### config.mk
export PLATFORM = sky130hd
export DESIGN_NAME = sai_top
export DESIGN_NICKNAME = d
export VERILOG_FILES = /design/src/hdl/sai_pkg.sv /design/src/hdl/sai_top.sv /design/src/hdl/sai_sync.sv /design/src/hdl/sai_alert.sv
export SDC_FILE = /design/constraint.sdc
export NUM_CORES = 1
export LEC_CHECK = 0
export BUFFER_PORTS_ARGS = -buffer_cell sky130_fd_sc_hd__buf_2
export CAP_MARGIN = 25
export CORE_ASPECT_RATIO = 1.2
export CORE_UTILIZATION = 42
export DETAILED_ROUTE_END_ITERATION = 6
export GPL_TIMING_DRIVEN = 0
export PLACE_DENSITY_LB_ADDON = 0.15
export SLEW_MARGIN = 0
export SYNTH_ARGS = -nofsm -noshare
export SYNTH_HDL_FRONTEND = slang
export SYNTH_SLANG_ARGS = --single-unit
### constraint.sdc
create_clock -name core_clk -period 2.65 [get_ports core_clk]
set_clock_uncertainty 0.15 [all_clocks]
set_input_delay 0.3975 -clock core_clk [delete_from_list [all_inputs] [get_ports core_clk]]
set_output_delay 0.3975 -clock core_clk [all_outputs]
set_load 0.01 [all_outputs]
### src/hdl/sai_pkg.sv
/*
  Shared constants for the sensor alert and two-wire register block:
  register offsets, field positions, reset values and state types.
  Assumes every design file of the block refers to it as sai_pkg::name.
*/
package sai_pkg;
  // register offsets
  localparam logic [7:0] REG_TEMP_LO    = 8'h00;
  localparam logic [7:0] REG_TEMP_HI    = 8'h01;
  localparam logic [7:0] REG_HUM_LO     = 8'h02;
  localparam logic [7:0] REG_HUM_HI     = 8'h03;
  localparam logic [7:0] REG_FLAGS      = 8'h04;
  localparam logic [7:0] REG_TEMP_MAX   = 8'h05;
  localparam logic [7:0] REG_HUM_MAX    = 8'h06;
  localparam logic [7:0] REG_MASK       = 8'h07;
  localparam logic [7:0] REG_HUM_LOWER  = 8'h0a;
  localparam logic [7:0] REG_TEMP_UPPER = 8'h0b;
  localparam logic [7:0] REG_TEMP_LOWER = 8'h0c;
  localparam logic [7:0] REG_HUM_UPPER  = 8'h0d;
  localparam logic [7:0] REG_CTRL       = 8'h0e;
  localparam logic [7:0] REG_MEAS_CFG   = 8'h0f;
  localparam logic [7:0] REG_MFR_LO     = 8'hfc;
  localparam logic [7:0] REG_MFR_HI     = 8'hfd;
  localparam logic [7:0] REG_DEV_LO     = 8'hfe;
  localparam logic [7:0] REG_DEV_HI     = 8'hff;
  // writable window, indices of the storage array
  localparam int RW_LO = 7;
  localparam int RW_HI = 15;
  // flag and mask bit positions (same in both registers)
  localparam int BIT_CONV   = 7;
  localparam int BIT_TOVER  = 6;
  localparam int BIT_TUNDER = 5;
  localparam int BIT_HOVER  = 4;
  localparam int BIT_HUNDER = 3;
  // control and measurement config register fields
  localparam int CTRL_PIN_EN = 2;
  localparam int CTRL_POL    = 1;
  localparam int CTRL_MODE   = 0;
  localparam int MEAS_TRIG   = 0;
  // reset values
  localparam logic [7:0] RST_ZERO       = 8'h00;
  localparam logic [7:0] RST_HUM_LOWER  = 8'h01;
  localparam logic [7:0] RST_TEMP_UPPER = 8'hff;
  localparam logic [7:0] RST_TEMP_LOWER = 8'h00;
  localparam logic [7:0] RST_HUM_UPPER  = 8'hff;
  // slave address, low bit from the select pin
  localparam logic [6:0] ADDR_BASE = 7'h40;
  localparam logic [1:0] ADDR_SETTLE = 2'h3;
  localparam logic [3:0] BYTE_BITS = 4'h8;

  typedef enum logic {MS_SLEEP, MS_MEAS} sai_meas_t;
  typedef enum logic [2:0] {
    BS_IDLE, BS_ADDR, BS_PTR, BS_WDAT, BS_ACK, BS_RDAT, BS_MACK
  } sai_bus_t;
endpackage : sai_pkg

### src/hdl/sai_top.sv
/*
  Sensor digital control: register file, threshold and data-ready flags,
  sleep/measure sequencing, two-wire slave port and the alert pin.
  Assumes the converter pulses convDone with fresh data on core_clk and
  that the bus pins are pulled up outside; bus pins are asynchronous.
*/
// Functional notes
// alert pin follows one selected source, never an OR of several
// priority: temp over, temp under, humid over, humid under
// data-ready takes the winner's priority level; code puts it last, after all four threshold sources
// conversion end sets data-ready flag when its mask bit is set
// pin driven only with pin enable 1 and mode bit 0
// otherwise pin stays released regardless of flags
// polarity bit 0 means active low pin
// reading the flag register clears pending indication
// temp above upper limit sets temp over flag when enabled
// temp below lower limit sets temp under flag when enabled
// humidity above upper limit sets humid over flag when enabled
// humidity below lower limit sets humid under flag when enabled
// mode 0: threshold flags stay set until read
// mode 1: threshold flags follow latest conversion
// sleep after reset, trigger measures, stores data, sleeps again
// host waits 3.5 ms after power-up before measuring
// address low bit taken from address select pin
// address select pin fixed before and during bus use
// bytes move MSB first; device is slave only
// first written byte after address loads the pointer
// reads use last written pointer; repeated start to read
// pointer auto-increments; NACK read-only, unused, wrong address
module sai_top #(
  parameter logic [15:0] MFR_ID = 16'h1234, // arbitrary value
  parameter logic [15:0] DEV_ID = 16'h5678  // arbitrary value
) (
  // clock and reset
  input  wire logic        core_clk,
  input  wire logic        reset_n,
  // two-wire bus pins
  input  wire logic        sclIn,
  input  wire logic        sdaIn,
  output logic             sdaOut,
  output logic             sdaOe,
  // address select strap
  input  wire logic        addrSel,
  // converter
  input  wire logic        convDone,
  input  wire logic [15:0] tempData,
  input  wire logic [15:0] humidData,
  output logic             measStart,
  output logic             measBusy,
  // alert pin
  output logic             alertOut,
  output logic             alertOe
);
  logic [2:0]       syncPins;
  logic             sclS;
  logic             sdaS;
  logic             addrS;
  logic             sclP_ff;
  logic             sdaP_ff;
  logic             sclRise;
  logic             sclFall;
  logic             startCond;
  logic             stopCond;
  logic [1:0]       addrCnt_ff;
  logic             addrLow_ff;
  logic [6:0]       devAddr;
  sai_pkg::sai_bus_t busState_ff;
  sai_pkg::sai_bus_t ackNext_ff;
  logic [3:0]       bitCnt_ff;
  logic [7:0]       shReg_ff;
  logic [7:0]       txSh_ff;
  logic [7:0]       ptr_ff;
  logic             rdMode_ff;
  logic             mackOk_ff;
  logic             byteDone;
  logic             loadByte;
  logic             statusRead;
  logic             wrEn;
  logic [7:0]       rdData;
  logic [7:0]       rwRegs_ff [sai_pkg::RW_LO:sai_pkg::RW_HI];
  logic [15:0]      tempReg_ff;
  logic [15:0]      humReg_ff;
  logic [7:0]       tempMax_ff;
  logic [7:0]       humMax_ff;
  logic [7:0]       flags_ff;
  logic [7:0]       nxt_flags;
  logic [7:0]       mask;
  logic [7:0]       ctrl;
  logic [3:0]       cmpHit;
  logic             convTake;
  logic             measTrig;
  sai_pkg::sai_meas_t measState_ff;

  // register map decoding
  function automatic logic isMapped(input logic [7:0] a);
    isMapped = (a <= sai_pkg::REG_MEAS_CFG) || (a >= sai_pkg::REG_MFR_LO);
  endfunction : isMapped

  function automatic logic isWritable(input logic [7:0] a);
    isWritable = (a >= sai_pkg::REG_MASK) && (a <= sai_pkg::REG_MEAS_CFG);
  endfunction : isWritable

  sai_sync #(.W(3)) u_sync (
    .core_clk (core_clk),
    .reset_n  (reset_n),
    .asyncIn  ({sclIn, sdaIn, addrSel}),
    .syncOut  (syncPins)
  );
  assign sclS  = syncPins[2];
  assign sdaS  = syncPins[1];
  assign addrS = syncPins[0];

  // strap sampled on the first three cycles after reset release, then held
  always_ff @(posedge core_clk or negedge reset_n) begin
    if (!reset_n) begin
      addrCnt_ff <= 2'h0;
      addrLow_ff <= 1'b0;
    end else if (addrCnt_ff != sai_pkg::ADDR_SETTLE) begin
      addrCnt_ff <= addrCnt_ff + 2'h1;
      addrLow_ff <= addrS;
    end
  end
  assign devAddr = {sai_pkg::ADDR_BASE[6:1], addrLow_ff};

  always_ff @(posedge core_clk or negedge reset_n) begin
    if (!reset_n) begin
      sclP_ff <= 1'b1;
      sdaP_ff <= 1'b1;
    end else begin
      sclP_ff <= sclS;
      sdaP_ff <= sdaS;
    end
  end
  assign sclRise   = sclS & ~sclP_ff;
  assign sclFall   = ~sclS & sclP_ff;
  assign startCond = sclS & sclP_ff & sdaP_ff & ~sdaS;
  assign stopCond  = sclS & sclP_ff & ~sdaP_ff & sdaS;
  assign byteDone  = sclFall && (bitCnt_ff == sai_pkg::BYTE_BITS);
  assign loadByte  = sclFall && mackOk_ff && (busState_ff == sai_pkg::BS_MACK
                     || (busState_ff == sai_pkg::BS_ACK
                         && ackNext_ff == sai_pkg::BS_RDAT));
  assign statusRead = loadByte && (ptr_ff == sai_pkg::REG_FLAGS);
  assign wrEn = (busState_ff == sai_pkg::BS_WDAT) && byteDone
                && isWritable(ptr_ff);

  // slave byte engine
  always_ff @(posedge core_clk or negedge reset_n) begin
    if (!reset_n) begin
      busState_ff <= sai_pkg::BS_IDLE;
      ackNext_ff  <= sai_pkg::BS_IDLE;
      bitCnt_ff   <= 4'h0;
      shReg_ff    <= 8'h00;
      txSh_ff     <= 8'h00;
      ptr_ff      <= 8'h00;
      rdMode_ff   <= 1'b0;
      mackOk_ff   <= 1'b0;
      sdaOe       <= 1'b0;
    end else if (stopCond) begin
      busState_ff <= sai_pkg::BS_IDLE;
      sdaOe       <= 1'b0;
    end else if (startCond) begin
      busState_ff <= sai_pkg::BS_ADDR;
      bitCnt_ff   <= 4'h0;
      sdaOe       <= 1'b0;
    end else begin
      case (busState_ff)
        sai_pkg::BS_ADDR, sai_pkg::BS_PTR, sai_pkg::BS_WDAT: begin
          if (sclRise) begin
            shReg_ff  <= {shReg_ff[6:0], sdaS};
            bitCnt_ff <= bitCnt_ff + 4'h1;
          end else if (byteDone) begin
            bitCnt_ff <= 4'h0;
            if (busState_ff == sai_pkg::BS_ADDR) begin
              if (shReg_ff[7:1] == devAddr) begin
                sdaOe       <= 1'b1;
                busState_ff <= sai_pkg::BS_ACK;
                rdMode_ff   <= shReg_ff[0];
                mackOk_ff   <= shReg_ff[0];
                ackNext_ff  <= shReg_ff[0] ? sai_pkg::BS_RDAT
                                           : sai_pkg::BS_PTR;
              end else begin
                busState_ff <= sai_pkg::BS_IDLE;
              end
            end else if (busState_ff == sai_pkg::BS_PTR) begin
              if (isMapped(shReg_ff)) begin
                ptr_ff      <= shReg_ff;
                sdaOe       <= 1'b1;
                busState_ff <= sai_pkg::BS_ACK;
                ackNext_ff  <= sai_pkg::BS_WDAT;
              end else begin
                busState_ff <= sai_pkg::BS_IDLE;
              end
            end else if (isWritable(ptr_ff)) begin
              ptr_ff      <= ptr_ff + 8'h01;
              sdaOe       <= 1'b1;
              busState_ff <= sai_pkg::BS_ACK;
              ackNext_ff  <= sai_pkg::BS_WDAT;
            end else begin
              busState_ff <= sai_pkg::BS_IDLE;
            end
          end
        end
        sai_pkg::BS_ACK: begin
          if (sclFall) begin
            busState_ff <= ackNext_ff;
            if (loadByte) begin
              txSh_ff <= rdData;
              sdaOe   <= ~rdData[7];
              ptr_ff  <= ptr_ff + 8'h01;
            end else begin
              sdaOe <= 1'b0;
            end
          end
        end
        sai_pkg::BS_RDAT: begin
          if (sclRise) begin
            bitCnt_ff <= bitCnt_ff + 4'h1;
          end else if (byteDone) begin
            sdaOe       <= 1'b0;
            bitCnt_ff   <= 4'h0;
            busState_ff <= sai_pkg::BS_MACK;
          end else if (sclFall) begin
            sdaOe   <= ~txSh_ff[6];
            txSh_ff <= {txSh_ff[6:0], 1'b0};
          end
        end
        sai_pkg::BS_MACK: begin
          if (sclRise) begin
            mackOk_ff <= ~sdaS;
          end else if (loadByte) begin
            busState_ff <= sai_pkg::BS_RDAT;
            txSh_ff     <= rdData;
            sdaOe       <= ~rdData[7];
            ptr_ff      <= ptr_ff + 8'h01;
          end else if (sclFall) begin
            busState_ff <= sai_pkg::BS_IDLE;
          end
        end
        default: begin
          bitCnt_ff <= 4'h0;
        end
      endcase
    end
  end

  // open-drain data line only ever pulls low
  always_ff @(posedge core_clk or negedge reset_n) begin
    if (!reset_n) begin
      sdaOut <= 1'b0;
    end else begin
      sdaOut <= 1'b0;
    end
  end

  // read mux
  always_comb begin
    if (ptr_ff == sai_pkg::REG_TEMP_LO) begin
      rdData = tempReg_ff[7:0];
    end else if (ptr_ff == sai_pkg::REG_TEMP_HI) begin
      rdData = tempReg_ff[15:8];
    end else if (ptr_ff == sai_pkg::REG_HUM_LO) begin
      rdData = humReg_ff[7:0];
    end else if (ptr_ff == sai_pkg::REG_HUM_HI) begin
      rdData = humReg_ff[15:8];
    end else if (ptr_ff == sai_pkg::REG_FLAGS) begin
      rdData = flags_ff;
    end else if (ptr_ff == sai_pkg::REG_TEMP_MAX) begin
      rdData = tempMax_ff;
    end else if (ptr_ff == sai_pkg::REG_HUM_MAX) begin
      rdData = humMax_ff;
    end else if (isWritable(ptr_ff)) begin
      rdData = rwRegs_ff[ptr_ff[3:0]];
    end else if (ptr_ff == sai_pkg::REG_MFR_LO) begin
      rdData = MFR_ID[7:0];
    end else if (ptr_ff == sai_pkg::REG_MFR_HI) begin
      rdData = MFR_ID[15:8];
    end else if (ptr_ff == sai_pkg::REG_DEV_LO) begin
      rdData = DEV_ID[7:0];
    end else if (ptr_ff == sai_pkg::REG_DEV_HI) begin
      rdData = DEV_ID[15:8];
    end else begin
      rdData = 8'h00;
    end
  end

  // writable registers; trigger bit self-clears
  always_ff @(posedge core_clk or negedge reset_n) begin
    if (!reset_n) begin
      for (int i = sai_pkg::RW_LO; i <= sai_pkg::RW_HI; i++) begin
        rwRegs_ff[i] <= sai_pkg::RST_ZERO;
      end
      rwRegs_ff[sai_pkg::REG_HUM_LOWER[3:0]]  <= sai_pkg::RST_HUM_LOWER;
      rwRegs_ff[sai_pkg::REG_TEMP_UPPER[3:0]] <= sai_pkg::RST_TEMP_UPPER;
      rwRegs_ff[sai_pkg::REG_TEMP_LOWER[3:0]] <= sai_pkg::RST_TEMP_LOWER;
      rwRegs_ff[sai_pkg::REG_HUM_UPPER[3:0]]  <= sai_pkg::RST_HUM_UPPER;
    end else if (wrEn) begin
      rwRegs_ff[ptr_ff[3:0]] <= shReg_ff;
    end else if (measTrig) begin
      rwRegs_ff[sai_pkg::REG_MEAS_CFG[3:0]][sai_pkg::MEAS_TRIG] <= 1'b0;
    end
  end
  assign mask     = rwRegs_ff[sai_pkg::REG_MASK[3:0]];
  assign ctrl     = rwRegs_ff[sai_pkg::REG_CTRL[3:0]];
  assign measTrig = rwRegs_ff[sai_pkg::REG_MEAS_CFG[3:0]][sai_pkg::MEAS_TRIG];

  // sleep / measure sequencing
  always_ff @(posedge core_clk or negedge reset_n) begin
    if (!reset_n) begin
      measState_ff <= sai_pkg::MS_SLEEP;
      measStart    <= 1'b0;
      measBusy     <= 1'b0;
    end else begin
      measStart <= 1'b0;
      case (measState_ff)
        sai_pkg::MS_SLEEP: begin
          if (measTrig) begin
            measState_ff <= sai_pkg::MS_MEAS;
            measStart    <= 1'b1;
            measBusy     <= 1'b1;
          end
        end
        default: begin
          if (convDone) begin
            measState_ff <= sai_pkg::MS_SLEEP;
            measBusy     <= 1'b0;
          end
        end
      endcase
    end
  end
  assign convTake = convDone && (measState_ff == sai_pkg::MS_MEAS);

  // result storage and peak tracking
  always_ff @(posedge core_clk or negedge reset_n) begin
    if (!reset_n) begin
      tempReg_ff <= 16'h0000;
      humReg_ff  <= 16'h0000;
      tempMax_ff <= 8'h00;
      humMax_ff  <= 8'h00;
    end else if (convTake) begin
      tempReg_ff <= tempData;
      humReg_ff  <= humidData;
      if (tempData[15:8] > tempMax_ff) begin
        tempMax_ff <= tempData[15:8];
      end
      if (humidData[15:8] > humMax_ff) begin
        humMax_ff <= humidData[15:8];
      end
    end
  end

  // threshold comparisons on the upper data byte
  assign cmpHit[3] = tempData[15:8]
                     > rwRegs_ff[sai_pkg::REG_TEMP_UPPER[3:0]];
  assign cmpHit[2] = tempData[15:8]
                     < rwRegs_ff[sai_pkg::REG_TEMP_LOWER[3:0]];
  assign cmpHit[1] = humidData[15:8]
                     > rwRegs_ff[sai_pkg::REG_HUM_UPPER[3:0]];
  assign cmpHit[0] = humidData[15:8]
                     < rwRegs_ff[sai_pkg::REG_HUM_LOWER[3:0]];

  // flags: read clears first, new events then win
  always_comb begin
    nxt_flags = flags_ff;
    if (statusRead) begin
      nxt_flags[sai_pkg::BIT_CONV] = 1'b0;
      if (!ctrl[sai_pkg::CTRL_MODE]) begin
        nxt_flags[6:3] = 4'h0;
      end
    end
    if (convTake) begin
      if (mask[sai_pkg::BIT_CONV]) begin
        nxt_flags[sai_pkg::BIT_CONV] = 1'b1;
      end
      if (ctrl[sai_pkg::CTRL_MODE]) begin
        nxt_flags[6:3] = cmpHit & mask[6:3];
      end else begin
        nxt_flags[6:3] = nxt_flags[6:3] | (cmpHit & mask[6:3]);
      end
    end
  end

  always_ff @(posedge core_clk or negedge reset_n) begin
    if (!reset_n) begin
      flags_ff <= 8'h00;
    end else begin
      flags_ff <= nxt_flags;
    end
  end

  sai_alert u_alert (
    .core_clk (core_clk),
    .reset_n  (reset_n),
    .flags    (flags_ff),
    .mask     (mask),
    .ctrl     (ctrl),
    .alertOut (alertOut),
    .alertOe  (alertOe)
  );
endmodule : sai_top

### src/hdl/sai_sync.sv
/*
  Two-stage synchroniser for a group of asynchronous levels.
  Assumes the inputs are quasi-static against core_clk.
*/
module sai_sync #(
  parameter int W = 1
) (
  // clock and reset
  input  wire logic         core_clk,
  input  wire logic         reset_n,
  // levels
  input  wire logic [W-1:0] asyncIn,
  output logic      [W-1:0] syncOut
);
  logic [W-1:0] meta_ff;

  always_ff @(posedge core_clk or negedge reset_n) begin
    if (!reset_n) begin
      meta_ff <= '1;
      syncOut <= '1;
    end else begin
      meta_ff <= asyncIn;
      syncOut <= meta_ff;
    end
  end
endmodule : sai_sync

### src/hdl/sai_alert.sv
/*
  Alert pin driver: picks one interrupt source by fixed priority and
  drives the three-state push-pull pin with programmable polarity.
  Assumes flags, mask and control come from core_clk registers.
*/
module sai_alert (
  // clock and reset
  input  wire logic       core_clk,
  input  wire logic       reset_n,
  // register state
  input  wire logic [7:0] flags,
  input  wire logic [7:0] mask,
  input  wire logic [7:0] ctrl,
  // pin
  output logic            alertOut,
  output logic            alertOe
);
  logic srcActive;
  logic pinOn;

  // one source only, highest enabled threshold wins
  always_comb begin
    if (mask[sai_pkg::BIT_TOVER]) begin
      srcActive = flags[sai_pkg::BIT_TOVER];
    end else if (mask[sai_pkg::BIT_TUNDER]) begin
      srcActive = flags[sai_pkg::BIT_TUNDER];
    end else if (mask[sai_pkg::BIT_HOVER]) begin
      srcActive = flags[sai_pkg::BIT_HOVER];
    end else if (mask[sai_pkg::BIT_HUNDER]) begin
      srcActive = flags[sai_pkg::BIT_HUNDER];
    end else if (mask[sai_pkg::BIT_CONV]) begin
      srcActive = flags[sai_pkg::BIT_CONV];
    end else begin
      srcActive = 1'b0;
    end
  end

  assign pinOn = ctrl[sai_pkg::CTRL_PIN_EN] & ~ctrl[sai_pkg::CTRL_MODE];

  always_ff @(posedge core_clk or negedge reset_n) begin
    if (!reset_n) begin
      alertOe  <= 1'b0;
      alertOut <= 1'b1;
    end else begin
      alertOe  <= pinOn;
      alertOut <= srcActive ~^ ctrl[sai_pkg::CTRL_POL];
    end
  end
endmodule : sai_alert

**After elaboration in Yosys (flattened, before gate mapping)**

Cells that the tools add are included.

- Bits in registers: 177
- Word-level logic and storage cells: 256
- Bits of input ports: 38
- Output and inout bits: 6

- Equal/unequal tests: 50
- Muxes and demuxes: 102
- Reduce and logical (&&, ||, !) cells: 33
- $lt $le $gt $ge: 12
- Bitwise operators: 22
- Add/subtract/negate cells: 3

Operator list:

| kind | number |
|---|---|
| $mux 8 | 26 |
| $bwmux 72 | 1 |
| $mux 3 | 21 |
| $pmux 8 s3 | 2 |
| $mux 1 | 35 |
| $bmux 8 s4 | 1 |
| $demux 8 s4 | 1 |
| $eq 8x8->1 const B | 4 |
| $gt 8x8->1 | 4 |
| $reduce_and 8->1 | 4 |
| $mux 7 | 4 |
| $ne 4x4->1 const B | 7 |
| $ne 2x2->1 const B | 13 |
| $eq 8x3->1 const B | 3 |
| $mux 4 | 5 |
| $eq 8x2->1 const B | 2 |
| $le 8x4->1 const B | 2 |
| $lt 8x8->1 | 2 |
| $ne 5x5->1 const B | 3 |
| $eq 3x3->1 const B | 4 |
| $ne 6x6->1 const B | 2 |
| $pmux 3 s4 | 1 |
| $reduce_and 11->1 | 1 |
| $logic_and 1x1->1 | 10 |
| other kinds (38) | 64 |

**Logic depth before layout (Yosys ltp)**

- Depth in word-level cells: 19
- Gate-level depth with buffers: 12
- Gate-level depth less buffers: 8

**By module**

Synthesis repeated with hierarchy kept, for this count alone.

- Cell total of the unflattened synthesis: 997
- Area, all modules: 10,050.9 um^2

Modules (own cells, without submodules):

| module | cells an instance | instances | seq. area each (um^2) | area each (um^2) |
|---|---|---|---|---|
| sai_top | 979 | 1 | 4,227.8 | 9,759.4 |
| sai_sync | 6 | 1 | 157.7 | 157.7 |
| sai_alert | 12 | 1 | 51.3 | 133.9 |

**Least setup slack after synthesis**

OpenSTA, ideal clock, no wires.

- Path type: flip-flop to flip-flop
- Start: register ptr_ff[1]
- End: register sdaOe
- Clock period less this slack: 2.788 ns
- Data arrival time: 2.562 ns
- Library setup time: 0.076 ns
- Setup slack: -0.138 ns
- Buffers on the path: 3
- Data required time: 2.424 ns
- Cell stages (with the launch flop): 12
- Path through: dfrtp_1 -> clkbuf_1 -> clkbuf_1 -> inv_1 -> ha_1 -> clkbuf_1 -> nand2b_1 -> o22ai_1 -> nor4_1 -> a2111o_1 -> o311a_1 -> o21ai_1

- Word-level cells in the longest chain between the ends: 18
- Elaborated cells on any way between the ends: 32
- Those cells by class: 2 x order compare; 7 x eq/ne; 18 x mux; 2 x bitwise; 3 x reduce/logical

RTL lines:

| what | RTL line | text |
|---|---|---|
| from (decl) | sai_top.sv:72 | `logic [7:0] ptr_ff;` |
| from (signal assigned) | sai_top.sv:186 | `ptr_ff <= shReg_ff;` |
| from (signal assigned) | sai_top.sv:194 | `ptr_ff <= ptr_ff + 8'h01;` |
| from (signal assigned) | sai_top.sv:209 | `ptr_ff <= ptr_ff + 8'h01;` |
| $not 4->5 (not written as such) | sai_top.sv:272 | `rdData = rwRegs_ff[ptr_ff[3:0]];` |
| $bmux 8 s4 | sai_top.sv:272 |  |
| $mux 8 (not written as such) (2 in series) | sai_top.sv:272 |  |
| $mux 8 | sai_top.sv:271 | `end else if (isWritable(ptr_ff)) begin` |
| $mux 8 | sai_top.sv:269 | `end else if (ptr_ff == sai_pkg::REG_HUM_MAX) begin` |
| $mux 8 | sai_top.sv:267 | `end else if (ptr_ff == sai_pkg::REG_TEMP_MAX) begin` |
| $mux 8 | sai_top.sv:265 | `end else if (ptr_ff == sai_pkg::REG_FLAGS) begin` |
| $mux 8 | sai_top.sv:263 | `end else if (ptr_ff == sai_pkg::REG_HUM_HI) begin` |
| $mux 8 | sai_top.sv:261 | `end else if (ptr_ff == sai_pkg::REG_HUM_LO) begin` |
| $mux 8 | sai_top.sv:259 | `end else if (ptr_ff == sai_pkg::REG_TEMP_HI) begin` |
| $mux 8 | sai_top.sv:257 | `if (ptr_ff == sai_pkg::REG_TEMP_LO) begin` |
| $not 1->1 | sai_top.sv:208, sai_top.sv:233 |  |
| $mux 1 (on tied branches) | sai_top.sv:230, sai_top.sv:206 |  |
| $mux 1 (on tied branches) | sai_top.sv:228, sai_top.sv:204 |  |
| $pmux 1 s4 | sai_top.sv:166 | `case (busState_ff)` |
| $mux 1 | sai_top.sv:161 | `end else if (startCond) begin` |
| $mux 1 | sai_top.sv:158 | `end else if (stopCond) begin` |
| to (signal assigned) | sai_top.sv:208 | `sdaOe <= ~rdData[7];` |
| to (signal assigned) | sai_top.sv:223 | `sdaOe <= ~txSh_ff[6];` |
| to (signal assigned) | sai_top.sv:233 | `sdaOe <= ~rdData[7];` |
| to (decl) | sai_top.sv:41 | `output logic sdaOe,` |

Several ways; a longest one is shown, not always the timed one. The select of a mux whose other input is x is not followed.
A chain may end at the register's enable or synchronous reset.

**Worst setup path in the final report**

- Start: register ptr_ff[6]
- End: register ptr_ff[4]

- Word-level cells in the longest chain between the ends: 4
- Elaborated cells on any way between the ends: 5
- Those cells by class: 2 x order compare; 1 x eq/ne; 2 x reduce/logical

RTL lines:

| what | RTL line | text |
|---|---|---|
| $ge 8x3->1 / $le 8x4->1 (equally long branches) | sai_top.sv:100 | `isWritable = (a >= sai_pkg::REG_MASK) && (a <= sai_pkg::REG_MEAS_CFG);` |
| $logic_and 1x1->1 (*) | sai_top.sv:100 |  |
| $ne 3x3->1 (no line) (*) | - |  |
| $reduce_and 10->1 (no line) (*) | - |  |

Mark *: on every way between the ends. The rest lies on a longest branch, timed or not.

==> qor.yml <==
status: "finished clean"
avgSynthCellArea_um2: 9.75
p_leak_uw: 0.00532
num_vias: 8266
ys_ff_latch: 176
finalHoldViolCount: 0
io_buffer_count: 42
die-area_mm2: 0.0246
synth_edf_count: 0
die_h_um: 172
whs_path_depth: 3
syn_area_mm2: 0.0101
dp_cells: 1393
synth_cells: 1034
gp_congestion: 0.950
synth_top_cell_by_area: "dfrtp_1"
p_int_uw: 4210
drt_pass1_iterations: 5
syn_nets: 1125
p_sw_uw: 1560
cp_slowest_stage_delay_ps: 540
grt_max_degree: 97
period_minus_slack_ps: 2570
finalWorstSetupSlack_ps: 84.3
synth_area_leaders: "dfrtp_1 (37%), mux2_2 (8.0%), dfstp_2 (6.8%)"
combPwrFrac_pct: 9.6
design_area_mm2: 0.0118
async_flop_share_pct: 100
critPathRequiredTime_ps: 2830
dpl_cell_area_mm2: 0.0107
pwr_density_cell_mw_per_mm2: 491
start_util_pct: 43.2
track_usage_pct: 26.3
dp_hpwl_mm: 22.4
clock.fmax_mhz: 390
synth-seq-area-share_pct: 44.0
clkLatencyLatePin_ps: 440
core_area_mm2: 0.0234
vdd_drop_max_mv: 0.340
die_w_um: 143
maxCapViolations: 0
n_fill_cell: 2195
antenna_cells: 0
cts.clk_slew.worst_paths_ps: 70
ys.warnings.count: 0
antenna_found_initial: 0
nets: 1209
synth_top_area_share_pct: 37.2
crit_slowest_cell: "or4_1"
ant_nets: 0
cp_max_fo: 10
regArea_mm2: 0.00444
clock_path_buffers: 2
power_frac_seq_pct: 48.3
worst_pin_slew_ps: 778
multi_input_area_mm2: 0.00526
drv_slew: 0
final_common_cell: "nand2_1"
drive_gt1_share_pct: 23.8
r2r_cells: 8
drt_iter0_markers: 666
overflow: 0
criticalPathCategory: "reg -> reg"
ios: 44
crit_top_cell: "buf_6"
synthFlopType: "dfrtp_1"
cts-buffers-inserted: 17
worst_setup_path_end_kind: "register"
setup_viol_count_final: 0
synthToLayoutAreaGrowth_pct: 16.6
rows: 61
drc_errors: 0
ys_types: 75
cp.arrival_ps: 2740
cts_tree: "done"
viasPerCell: 5.72
relSlewSlack_pct: 48.1
first_global_vias: 8179
htree_levels: 4
swShare_pct: 27.1
pre_cts_ws_ps: -881
fin_cells: 1446
cp-start-kind: "register"
final_cell_mix: "nand2_1 (163), dfrtp_1 (148), o21ai_0 (75)"
ctsRootBufferMaster: "clkbuf_16"
hp-class: "in -> reg"
clock-sinks: 176
min_period_over_period_pct: 96.8
grt_pass1_wl_mm: 47.7
final_util_pct: 50.3
worstPathCellList: "or4_1, buf_6, o31ai_4, nand2_1, or3_1, buf_6, buf_8, o22a_1"
wirelength_mm: 30.2
rsz0062_at_grt: "true"
wire_per_inst_um: 20.9
p_clk_share_pct: 42.1
[critical path, delay by kind of cell, from the launching register on]
kind	cells	cell delay, ps
AO/OA/AOI/OAI	2	410
buffers and inverters	3	460
flip-flops	1	450
AND/OR/NAND/NOR	3	980
[synth_stat cells (7+ instances only)]
cell type / number
o21ai_0: 76
a21oi_1: 46
nand3_1: 20
nor2_1: 43
o21a_1: 10
buf_2: 9
and3_1: 13
nor2b_1: 15
a21o_1: 11
mux4_2: 15
inv_1: 65
and4_1: 7
ha_1: 53
o211ai_1: 12
nand2_1: 164
clkbuf_1: 48
dfstp_2: 26
nor3_1: 9
a31oi_1: 9
o22ai_1: 13
dfrtp_1: 150
mux2_2: 72
buf_1: 7
[worst paths after layout]
check | end | start | slack (ps)
setup / recovery | ptr_ff[4]$_DFFE_PN0P_ | ptr_ff[6]$_DFFE_PN0P_ | 80
hold / removal | humReg_ff[3]$_DFFE_PN0P_ | humidData[3] | 10
setup reg to reg | ptr_ff[4]$_DFFE_PN0P_ | ptr_ff[6]$_DFFE_PN0P_ | 80
hold reg to reg | u_sync.syncOut[0]$_DFF_PN1_ | u_sync.meta_ff[0]$_DFF_PN1_ | 200
max in group asynchronous | rwRegs_ff[22]$_DFFE_PN1P_ | reset_n | 1070
min in group asynchronous | humReg_ff[3]$_DFFE_PN0P_ | reset_n | 360
[power by group through the flow]
stage | Combinational (µW) | Clock (µW) | Sequential (µW)
after floorplan | 306 | 0 | 2810
after global placement | 523 | 0 | 2820
after detailed placement | 534 | 0 | 2820
after CTS | 562 | 2490 | 2770
after global routing | 615 | 2590 | 2790
final | 553 | 2430 | 2790
[cell type report]
| class | instances | area share [%] |
|---|---|---|
| Timing Repair Buffer | 71 | 4.39 |
| Multi-Input combinational cell | 725 | 44.7 |
| Inverter | 65 | 2.08 |
| Buffer | 62 | 2.95 |
| Tap cell | 315 | 3.35 |
| Clock inverter | 12 | 0.841 |
| Sequential cell | 176 | 37.8 |
| Clock buffer | 20 | 3.89 |
[sequential cells by signal, summed over array words and instances (netlist names), 7 cells and up]
name	flops
rwRegs_ff	55
humReg_ff	16
mask	8
shReg_ff	8
ptr_ff	8
tempReg_ff	16
txSh_ff	7
humMax_ff	8
ctrl	8
tempMax_ff	8
[through the flow]
stage / TNS [ps] / hold slack [ps] / total power (µW)
6_report: 0 / 11.6 / 5770
5_1_grt: -38.6 / 21.4 / 6000
4_1_cts: 0 / 5.37 / 5820
3_5_place_dp: -38180 / 197 / 3360
3_3_place_gp: -347260 / 196 / 3350
2_1_floorplan: -16.6 / -48.1 / 3120
[layer usage]
layer	global-route usage [%]	share of wire (%)
met5	0	0
met1	34.0	44
met3	4.45	4.8
met2	43.9	48
met4	9.94	3.2
[cells by family after synthesis]
family | count (synthesis) | share of synthesized area, %
and+or+nand+nor | 324 | 15.5
AOI/OAI and AO/OA | 249 | 16.1
DFF | 176 | 44.0
buffers and inverters | 133 | 5.36
muxes | 93 | 12.0
adders and majority gates | 53 | 6.58
xor gates and xnor gates | 5 | 0.434
other | 1 | 0.0372
[what timing repair did]
| action | in CTS | in global routing |
|---|---|---|
| gates resized for setup | 51 | 28 |
| hold buffers | 19 | 0 |
| gates cloned | 0 | 0 |
| setup buffers | 6 | 2 |
| hold endpoints to repair | 90 | 0 |
| endpoints found under the setup margin | 86 | 77 |
| pin swaps | 3 | 3 |
(Power assumes the default switching activity.)
